### src/ssm_pkg.sv
// Behaviour
// - Sole bus master, serial clock selectable between 100 kHz and 400 kHz.
// - Power-on configuration load from an EEPROM always runs at 400 kHz.
// - Only this master starts, clocks and stops a transaction.
// - Start is SDA falling with SCL high; stop is SDA rising with SCL high.
// - The transmitter changes SDA only while SCL is low.
// - Every byte travels most significant bit first.
// - First byte of each phase is 7-bit address plus direction bit, 1 read.
// - The receiver acknowledges each byte by holding SDA low on the ninth pulse.
// - On the final received byte the master leaves SDA released, no acknowledge.
// - Write sends start, address with write bit, sub-address, data, checking acks.
// - After the last data byte is acknowledged the master sends a stop.
// - A write carries at most eight data bytes to consecutive registers.
// - A read is a dummy write phase followed by a separate read phase.
// - Each read returns exactly one byte; no sequential reads.
// - The dummy write carries the sub-address byte and no data byte.
// - Read phase sends repeated start, address with read bit, then takes eight bits.
// - A rate control bit selects 400 kHz when set; when clear, 100 kHz except for an EEPROM load.
// - A direction control bit selects read when set and write when clear.
// - A ready flag is 1 when idle and 0 when busy; an error flag exists.
// - A 3-bit field sets the byte count; a 7-bit field holds the target address.
package ssm_pkg;

  // ----------------------------------------------------------------------
  // Timing
  // ----------------------------------------------------------------------
  localparam int SYS_CLOCK_PERIOD_NS = 5;
  localparam int SCL_SLOW_PERIOD_NS = 10000;
  localparam int SCL_FAST_PERIOD_NS = 2500;
  // Each serial clock period is split in four quarters; a quarter is a least time.
  localparam int SLOW_QUARTER_CYCLES =
    (SCL_SLOW_PERIOD_NS + 4 * SYS_CLOCK_PERIOD_NS - 1) / (4 * SYS_CLOCK_PERIOD_NS);
  localparam int FAST_QUARTER_CYCLES =
    (SCL_FAST_PERIOD_NS + 4 * SYS_CLOCK_PERIOD_NS - 1) / (4 * SYS_CLOCK_PERIOD_NS);
  localparam logic [9:0] SLOW_QUARTER_LIMIT = 10'(SLOW_QUARTER_CYCLES - 1);
  localparam logic [9:0] FAST_QUARTER_LIMIT = 10'(FAST_QUARTER_CYCLES - 1);

  // ----------------------------------------------------------------------
  // Protocol constants
  // ----------------------------------------------------------------------
  localparam logic RW_READ = 1'b1;
  localparam logic RW_WRITE = 1'b0;
  localparam logic [3:0] ACK_BIT_INDEX = 4'h8;
  localparam logic [3:0] MAX_WRITE_BYTES = 4'h8;

  // ----------------------------------------------------------------------
  // Types
  // ----------------------------------------------------------------------
  typedef enum logic [1:0] {
    ST_IDLE = 2'b00,
    ST_START = 2'b01,
    ST_BIT = 2'b10,
    ST_STOP = 2'b11
  } ssm_state_t;

  typedef enum logic [2:0] {
    STG_ADDR_WR = 3'b000,
    STG_SUB = 3'b001,
    STG_DATA = 3'b010,
    STG_ADDR_RD = 3'b011,
    STG_READ = 3'b100
  } ssm_stage_t;

  typedef struct packed {
    logic readMode;
    logic highSpeed;
    logic eepromLoad;
    logic [2:0] byteCount;
    logic [6:0] targetAddress;
    logic [7:0] subAddress;
    logic [63:0] writeData;
  } ssm_request_t;

  typedef struct packed {
    logic ready;
    logic error;
    logic [7:0] readData;
  } ssm_status_t;

  typedef struct packed {
    ssm_state_t state;
    ssm_stage_t stage;
    logic [1:0] quarter;
    logic [3:0] bitIdx;
    logic [2:0] dataIdx;
    logic [3:0] total;
    logic [7:0] shift;
    logic fast;
    logic sclLow;
    logic sdaLow;
    logic [1:0] sdaSync;
    ssm_request_t req;
    ssm_status_t status;
  } ssm_core_t;

  typedef struct packed {
    logic [9:0] count;
  } ssm_div_t;

  localparam ssm_core_t CORE_RESET = '{
    state: ST_IDLE,
    stage: STG_ADDR_WR,
    quarter: 2'h0,
    bitIdx: 4'h0,
    dataIdx: 3'h0,
    total: 4'h0,
    shift: 8'h00,
    fast: 1'b0,
    sclLow: 1'b0,
    sdaLow: 1'b0,
    sdaSync: 2'h3,
    req: '0,
    status: '{ready: 1'b1, error: 1'b0, readData: 8'h00}
  };

  // A count field of zero stands for the full eight bytes.
  function automatic logic [3:0] byteTotal(input logic [2:0] n);
    byteTotal = (n == 3'h0) ? MAX_WRITE_BYTES : {1'b0, n};
  endfunction : byteTotal

  function automatic logic [7:0] byteOf(input logic [63:0] data, input logic [2:0] idx);
    byteOf = data[{idx, 3'h0} +: 8];
  endfunction : byteOf

endpackage : ssm_pkg

### src/ssm_rate_divider.sv
`timescale 1ns/1ps
module ssm_rate_divider (
  input wire logic clock,
  input wire logic rst_n,
  input wire logic run,
  input wire logic fast,
  output logic tick
);

  ssm_pkg::ssm_div_t div_q;
  ssm_pkg::ssm_div_t div_d;
  logic [9:0] limit;

  // ----------------------------------------------------------------------
  // Quarter-period enable
  // ----------------------------------------------------------------------
  assign limit = fast ? ssm_pkg::FAST_QUARTER_LIMIT : ssm_pkg::SLOW_QUARTER_LIMIT;
  assign tick = run && (div_q.count == limit);

  always_comb begin
    div_d = div_q;
    if (!run || tick) begin
      div_d.count = 10'h000;
    end else begin
      div_d.count = div_q.count + 10'h001;
    end
  end

  always_ff @(posedge clock or negedge rst_n) begin
    if (!rst_n) begin
      div_q <= '0;
    end else begin
      div_q <= div_d;
    end
  end

  quarter_spacing_a: assert property (@(posedge clock) disable iff (!rst_n)
    (tick && run) |=> !tick [*8])
    else $error("Quarter enable pulses too close together.");

endmodule : ssm_rate_divider

### src/ssm_master.sv
`timescale 1ns/1ps
module ssm_master (
  input wire logic clock,
  input wire logic rst_n,
  input wire logic startPulse,
  input wire ssm_pkg::ssm_request_t request,
  output ssm_pkg::ssm_status_t status,
  output logic sclOut,
  output logic sclOe,
  input wire logic sdaIn,
  output logic sdaOut,
  output logic sdaOe
);

  ssm_pkg::ssm_core_t core_q;
  ssm_pkg::ssm_core_t core_d;
  logic tick;
  logic running;

  // ----------------------------------------------------------------------
  // Bit timing
  // ----------------------------------------------------------------------
  assign running = (core_q.state != ssm_pkg::ST_IDLE);

  ssm_rate_divider u_divider (
    .clock(clock),
    .rst_n(rst_n),
    .run(running),
    .fast(core_q.fast),
    .tick(tick)
  );

  // ----------------------------------------------------------------------
  // Pins
  // ----------------------------------------------------------------------
  // Both lines are open drain: the enable pulls low, release lets the pull-up win.
  assign sclOut = 1'b0;
  assign sclOe = core_q.sclLow;
  assign sdaOut = 1'b0;
  assign sdaOe = core_q.sdaLow;
  assign status = core_q.status;

  // ----------------------------------------------------------------------
  // Sequencer
  // ----------------------------------------------------------------------
  always_comb begin
    core_d = core_q;
    core_d.sdaSync = {core_q.sdaSync[0], sdaIn};
    unique case (core_q.state)
      ssm_pkg::ST_IDLE: begin
        // A launch while busy is ignored; software must wait for ready.
        if (startPulse && core_q.status.ready) begin
          core_d.req = request;
          core_d.status.ready = 1'b0;
          core_d.status.error = 1'b0;
          core_d.fast = request.highSpeed || request.eepromLoad;
          core_d.total = ssm_pkg::byteTotal(request.byteCount);
          core_d.stage = ssm_pkg::STG_ADDR_WR;
          core_d.shift = {request.targetAddress, ssm_pkg::RW_WRITE};
          core_d.dataIdx = 3'h0;
          core_d.quarter = 2'h0;
          core_d.state = ssm_pkg::ST_START;
        end
      end
      ssm_pkg::ST_START: begin
        if (tick) begin
          core_d.quarter = core_q.quarter + 2'h1;
          unique case (core_q.quarter)
            2'h0: core_d.sdaLow = 1'b0;
            2'h1: core_d.sclLow = 1'b0;
            2'h2: core_d.sdaLow = 1'b1;
            2'h3: begin
              core_d.sclLow = 1'b1;
              core_d.bitIdx = 4'h0;
              core_d.state = ssm_pkg::ST_BIT;
            end
          endcase
        end
      end
      ssm_pkg::ST_BIT: begin
        if (tick) begin
          core_d.quarter = core_q.quarter + 2'h1;
          unique case (core_q.quarter)
            2'h0: begin
              // Data moves only here, a full quarter after SCL fell.
              if (core_q.bitIdx == ssm_pkg::ACK_BIT_INDEX) begin
                core_d.sdaLow = 1'b0;
              end else if (core_q.stage == ssm_pkg::STG_READ) begin
                core_d.sdaLow = 1'b0;
              end else begin
                core_d.sdaLow = !core_q.shift[7];
              end
            end
            2'h1: core_d.sclLow = 1'b0;
            2'h2: begin
              if (core_q.bitIdx == ssm_pkg::ACK_BIT_INDEX) begin
                // A read byte is complete here, so the released nack level must not land in it.
                if (core_q.stage != ssm_pkg::STG_READ) begin
                  core_d.shift[0] = core_q.sdaSync[1];
                end
              end else if (core_q.stage == ssm_pkg::STG_READ) begin
                core_d.shift = {core_q.shift[6:0], core_q.sdaSync[1]};
              end else begin
                core_d.shift = {core_q.shift[6:0], 1'b0};
              end
            end
            2'h3: begin
              core_d.sclLow = 1'b1;
              if (core_q.bitIdx != ssm_pkg::ACK_BIT_INDEX) begin
                core_d.bitIdx = core_q.bitIdx + 4'h1;
              end else begin
                core_d.bitIdx = 4'h0;
                if (core_q.stage != ssm_pkg::STG_READ && core_q.shift[0]) begin
                  core_d.status.error = 1'b1;
                  core_d.state = ssm_pkg::ST_STOP;
                end else begin
                  unique case (core_q.stage)
                    ssm_pkg::STG_ADDR_WR: begin
                      core_d.stage = ssm_pkg::STG_SUB;
                      core_d.shift = core_q.req.subAddress;
                    end
                    ssm_pkg::STG_SUB: begin
                      if (core_q.req.readMode) begin
                        // Dummy write ends at the sub-address; no data byte.
                        core_d.stage = ssm_pkg::STG_ADDR_RD;
                        core_d.shift = {core_q.req.targetAddress, ssm_pkg::RW_READ};
                        core_d.state = ssm_pkg::ST_START;
                      end else begin
                        core_d.stage = ssm_pkg::STG_DATA;
                        core_d.shift = ssm_pkg::byteOf(core_q.req.writeData, 3'h0);
                      end
                    end
                    ssm_pkg::STG_DATA: begin
                      if ({1'b0, core_q.dataIdx} + 4'h1 == core_q.total) begin
                        core_d.state = ssm_pkg::ST_STOP;
                      end else begin
                        core_d.dataIdx = core_q.dataIdx + 3'h1;
                        core_d.shift = ssm_pkg::byteOf(core_q.req.writeData,
                                                       core_q.dataIdx + 3'h1);
                      end
                    end
                    ssm_pkg::STG_ADDR_RD: core_d.stage = ssm_pkg::STG_READ;
                    ssm_pkg::STG_READ: begin
                      // One byte only, then stop; the slave supplies it.
                      core_d.status.readData = core_q.shift;
                      core_d.state = ssm_pkg::ST_STOP;
                    end
                    default: core_d.state = ssm_pkg::ST_STOP;
                  endcase
                end
              end
            end
          endcase
        end
      end
      ssm_pkg::ST_STOP: begin
        if (tick) begin
          core_d.quarter = core_q.quarter + 2'h1;
          unique case (core_q.quarter)
            2'h0: core_d.sdaLow = 1'b1;
            2'h1: core_d.sclLow = 1'b0;
            2'h2: core_d.sdaLow = 1'b0;
            2'h3: begin
              core_d.status.ready = 1'b1;
              core_d.state = ssm_pkg::ST_IDLE;
            end
          endcase
        end
      end
    endcase
  end

  always_ff @(posedge clock or negedge rst_n) begin
    if (!rst_n) begin
      core_q <= ssm_pkg::CORE_RESET;
    end else begin
      core_q <= core_d;
    end
  end

  // ----------------------------------------------------------------------
  // Checks
  // ----------------------------------------------------------------------
  sda_stable_high_a: assert property (@(posedge clock) disable iff (!rst_n)
    (core_q.state == ssm_pkg::ST_BIT && !core_q.sclLow && !core_d.sclLow &&
     core_d.state == ssm_pkg::ST_BIT) |-> (core_d.sdaLow == core_q.sdaLow))
    else $error("SDA moved while SCL was high.");

  start_condition_a: assert property (@(posedge clock) disable iff (!rst_n)
    (core_q.state == ssm_pkg::ST_START && $rose(core_q.sdaLow)) |->
      (!core_q.sclLow && $past(!core_q.sclLow)))
    else $error("Start did not happen with SCL high.");

  stop_condition_a: assert property (@(posedge clock) disable iff (!rst_n)
    (core_q.state == ssm_pkg::ST_STOP && $fell(core_q.sdaLow)) |-> !core_q.sclLow)
    else $error("Stop did not happen with SCL high.");

  ready_launch_a: assert property (@(posedge clock) disable iff (!rst_n)
    (startPulse && status.ready) |=> (!status.ready && core_q.state == ssm_pkg::ST_START))
    else $error("Ready did not drop at launch.");

  ready_after_stop_a: assert property (@(posedge clock) disable iff (!rst_n)
    $rose(status.ready) |-> ($past(core_q.state) == ssm_pkg::ST_STOP &&
                            !core_q.sclLow && !core_q.sdaLow))
    else $error("Ready rose without a completed stop.");

  error_stop_a: assert property (@(posedge clock) disable iff (!rst_n)
    $rose(status.error) |-> (core_q.state == ssm_pkg::ST_STOP && core_q.quarter == 2'h0))
    else $error("Error set without moving to stop.");

  read_no_ack_a: assert property (@(posedge clock) disable iff (!rst_n)
    (core_q.state == ssm_pkg::ST_BIT && core_q.stage == ssm_pkg::STG_READ &&
     core_q.bitIdx == ssm_pkg::ACK_BIT_INDEX && core_q.quarter != 2'h0) |-> !core_q.sdaLow)
    else $error("Master acknowledged the final read byte.");

  msb_first_a: assert property (@(posedge clock) disable iff (!rst_n)
    (core_q.state == ssm_pkg::ST_BIT && core_q.quarter == 2'h1 &&
     core_q.bitIdx != ssm_pkg::ACK_BIT_INDEX && core_q.stage != ssm_pkg::STG_READ) |->
      (core_q.sdaLow == !core_q.shift[7]))
    else $error("Transmitted bit is not the top of the shift register.");

  read_dir_bit_a: assert property (@(posedge clock) disable iff (!rst_n)
    (core_q.state == ssm_pkg::ST_BIT && core_q.quarter == 2'h2 && core_q.bitIdx == 4'h7 &&
     core_q.stage == ssm_pkg::STG_ADDR_RD) |-> !core_q.sdaLow)
    else $error("Read address byte lacks the read direction bit.");

  write_dir_bit_a: assert property (@(posedge clock) disable iff (!rst_n)
    (core_q.state == ssm_pkg::ST_BIT && core_q.quarter == 2'h2 && core_q.bitIdx == 4'h7 &&
     core_q.stage == ssm_pkg::STG_ADDR_WR) |-> core_q.sdaLow)
    else $error("Write address byte lacks the write direction bit.");

  eeprom_rate_a: assert property (@(posedge clock) disable iff (!rst_n)
    (startPulse && status.ready && request.eepromLoad) |=> core_q.fast)
    else $error("EEPROM load did not select the fast rate.");

  write_count_a: assert property (@(posedge clock) disable iff (!rst_n)
    (core_q.stage == ssm_pkg::STG_DATA) |-> ({1'b0, core_q.dataIdx} < core_q.total))
    else $error("Write ran past its byte count.");

endmodule : ssm_master

### config.mk
export PLATFORM = sky130hd
export DESIGN_NAME = ssm_master
export DESIGN_NICKNAME = d
export VERILOG_FILES = /design/src/ssm_pkg.sv /design/src/ssm_rate_divider.sv /design/src/ssm_master.sv
export SDC_FILE = /design/constraint.sdc
export NUM_CORES = 1
export LEC_CHECK = 0
export BUFFER_PORTS_ARGS = -buffer_cell sky130_fd_sc_hd__buf_2
export CAP_MARGIN = 5
export CORE_ASPECT_RATIO = 1.4
export CORE_MARGIN = 3
export CORE_UTILIZATION = 30
export DETAILED_ROUTE_END_ITERATION = 16
export SLEW_MARGIN = 0
export SYNTH_ARGS = -nofsm -noshare
export SYNTH_HDL_FRONTEND = slang
export SYNTH_HIERARCHICAL = 1
export SYNTH_SLANG_ARGS = --single-unit
### constraint.sdc
create_clock -name clock -period 4.2 [get_ports clock]
set_clock_uncertainty 0.15 [all_clocks]
set_input_delay 0.84 -clock clock [delete_from_list [all_inputs] [get_ports clock]]
set_output_delay 0.84 -clock clock [all_outputs]
set_load 0.02 [all_outputs]
==> metrics <==
clk sinks=between 100 and 150; Distinct cells, synth=56; top cells by count, synth=290 x nand2_1, 128 x dfrtp_1, 40 x mux2_2; gpl congestion=roughly 0.82; I/O Pins=roughly 100; Clock Tree Buf Depth=2; max-slew violations=0; Final Instance Area=0.00792 sq mm; reg2reg start=u_divider/div_q[0]$_DFF_PN0_; fraction of registers with async set/reset=100%; final hold vios=0; per-cell routed wire length=between 10 and 15 microns; fin cells=approximately 1100; vias per cell=4.66; total wire length=roughly 16000 microns; hold_buf cts=0; Slew @ Worst Pin=between 0.8 and 0.9 ns; post-synthesis simple-gate area fraction=23.6%; DRT iter0 DRCs=between 300 and 400; Lkg Pwr=roughly 4.1 nW; share of the yosys chip area belonging to registers=49.7%; Synth Warn #=6; Filler cells=between 2000 and 2500; RSZ-0062 raised after global routing=no; post-synthesis adder-cell area fraction=between 1.5 and 2%; largest area contributor in the synthesized netlist=dfrtp_1; EDFF count, synth=0; hold path start=core_d[96]$_DFF_PN1_; status=finished, final reports clean; initial antenna violation count=0; Skew-Pair Late Insertion Delay=just over 0.4 ns; synthesized instance count=around 720; Initial Util=a little under a third; row cnt=63; Synth Area in Compound Gates=9.02%; Post-synth top flop=dfrtp_1; number of I/O port buffers=100; R2R cell count=9; main combinational cell family by area after synthesis=simple AND/OR/NAND/NOR gates; slack of the worst reg-to-reg path=0.97 ns; Vias=5154; fin worst setup slack=0.975 ns; first-pass GRT wire length=between 20000 and 30000 microns; CP required=around 4.4 ns; DR pass1 iterations=4; layout cells sized above 1=a little under a quarter; CTS Buf Count=17; H-tree Lvls=4; Post-Synthesis Cell Area=0.00660 sq mm; top cells by area, synth=dfrtp_1 49%, nand2_1 16%, mux2_2 6.8%; critical path arrival=between 3 and 4 ns; Max transition margin=between 40% and 50%; CTS tree=yes; hold depth=0; setup_tns=0 ns; critical path capture point type=register; CTS root buffer=clkbuf_16; total chip power=0.00294 W; Die ar.=about 0.024 sq mm; Die H=between 150 and 200 microns; CP startpoint=u_divider/div_q[0]$_DFF_PN0_; synthesis-to-finish area growth=20.0%; setup violators final=0; DIE WIDTH=~130 microns; total grt overflow=0; Yosys top cell area share=between 40% and 50%; MaxCap Viol Count=0; clk slew on worst S/H paths=roughly 0.060 ns; fmax=about 310 MHz; Placed Instances=approximately 1100; pre-CTS WS=0.981 ns; syn avg cell area=~9 sq um; DR DRC count=0; CP max FO=9; vias in the first global route=~5000; crit start category=register; worst vdd ir=between 0.2 and 0.25 mV; mux contribution to synthesized area=around a tenth; largest net degree at the start of global routing=86; top-count cell post-synth=nand2_1; dpl hpwl=12000 microns; R2R Path End=core_q[114]$_DFFE_PN0P_; Final period util=between 70% and 80%; n_diodes=0; Tmin final=3.23 ns; Hold/Removal Path Class=register to register; Hold Crit Endpoint=core_q[96]$_DFF_PN1_; register bit count reported by yosys=roughly 130; Synth Area in XOR/XNOR=under 10%; PwrDens=372 mW/mm^2; post_cts resized=0; Antenna Nets Post-Route=0; total core area=between 0.02 and 0.025 sq mm; Post-CTS Setup Repair Bufs=0; Area after DPL=0.00728 sq mm; Overall Global Routing Usage=approximately 14%; crit path kind=register to register; NumNets Final=approximately 900
-- critical path: stages (launching register included) --
cell	delay (ns)
dfrtp_1	0.42
or4b_1	0.50
or3_1	0.33
a211oi_2	0.21
and2_1	0.35
nand3_1	0.14
nor2_1	0.22
o21bai_1	0.19
or4_1	0.55
nand3_1	0.09
-- report_power, final --
group / switching (W) / internal [W]
registers: 0.000000613 / 0.00127
logic: 0.0000453 / 0.0000350
clock network: 0.000511 / 0.00109
total: 0.000557 / 0.00239
-- cell type report --
type / count / area [sq um] / share of cell area (%)
Inverter: 12 / 45.0 / 0.569
Sequential cell: 131 / 3280 / 41.5
Clock buffer: 27 / 483 / 6.10
Tap cell: 292 / 365 / 4.61
Timing Repair Buffer: 108 / 576 / 7.27
Multi-Input combinational cell: 531 / 3020 / 38.1
Clock inverter: 5 / 150 / 1.90
-- per-stage QoR --
stage	utilization, %	hold WS (ns)
after global routing	36.9	0.213
after floorplan	-	0.195
after CTS	36.9	0.215
final	36.9	0.210
after global placement	34.0	0.198
after detailed placement	34.0	0.198
-- per-layer routing --
layer / share of wire, % / global-route usage [%] / wire [microns]
met1: 42 / 16.6 / 6940
met2: 50 / 23.3 / 8230
met3: 3.4 / 3.05 / 552
met4: 3.9 / 7.78 / 643
met5: 0 / 0 / 0
-- sequential cells by signal, indices dropped and copies added, names as in the netlist --
register / cells
core_d: 1
sdaOe: 1
core_q: 108
u_divider/div_q: 10
status: 10
sclOe: 1
-- logic make-up after synthesis --
logic type / after synthesis
multiplexers: 56
adder cells (fa/ha/maj): 8
buffers and inverters: 62
XOR/XNOR: 13
flip-flops: 131
other: 1
AND/OR/NAND/NOR: 368
AO/OA/AOI/OAI: 84
-- how the worst max path moves through the flow --
stage                                    to
CTS                 core_q[114]$_DFFE_PN0P_
global placement    core_q[114]$_DFFE_PN0P_
floorplan           core_q[114]$_DFFE_PN0P_
global route        core_q[114]$_DFFE_PN0P_
detailed placement  core_q[114]$_DFFE_PN0P_
finish              core_q[114]$_DFFE_PN0P_
-- placed cells by master (no fill, tap or decap), types with 3 or more instances in the layout --
cell type / instances
nand2b_1: 5
a222oi_1: 6
xnor2_1: 8
mux2_2: 40
nor2b_1: 4
nand2_1: 290
o22ai_1: 9
o21ai_0: 25
nor3_1: 3
clkbuf_16: 17
ha_1: 8
buf_2: 99
nand3b_1: 3
inv_1: 12
nor2_1: 17
bufinv_16: 5
dfrtp_1: 128
nand4_1: 4
mux2i_1: 14
nand3_1: 11
nor3b_1: 10
a21oi_1: 7
xor2_1: 5
dfstp_2: 3
and3_1: 3
buf_4: 8
clkbuf_1: 8
or3_1: 4
o2bb2ai_1: 7
o211ai_1: 8
a31oi_1: 5
No activity file was read; power rests on OpenSTA's default activity.
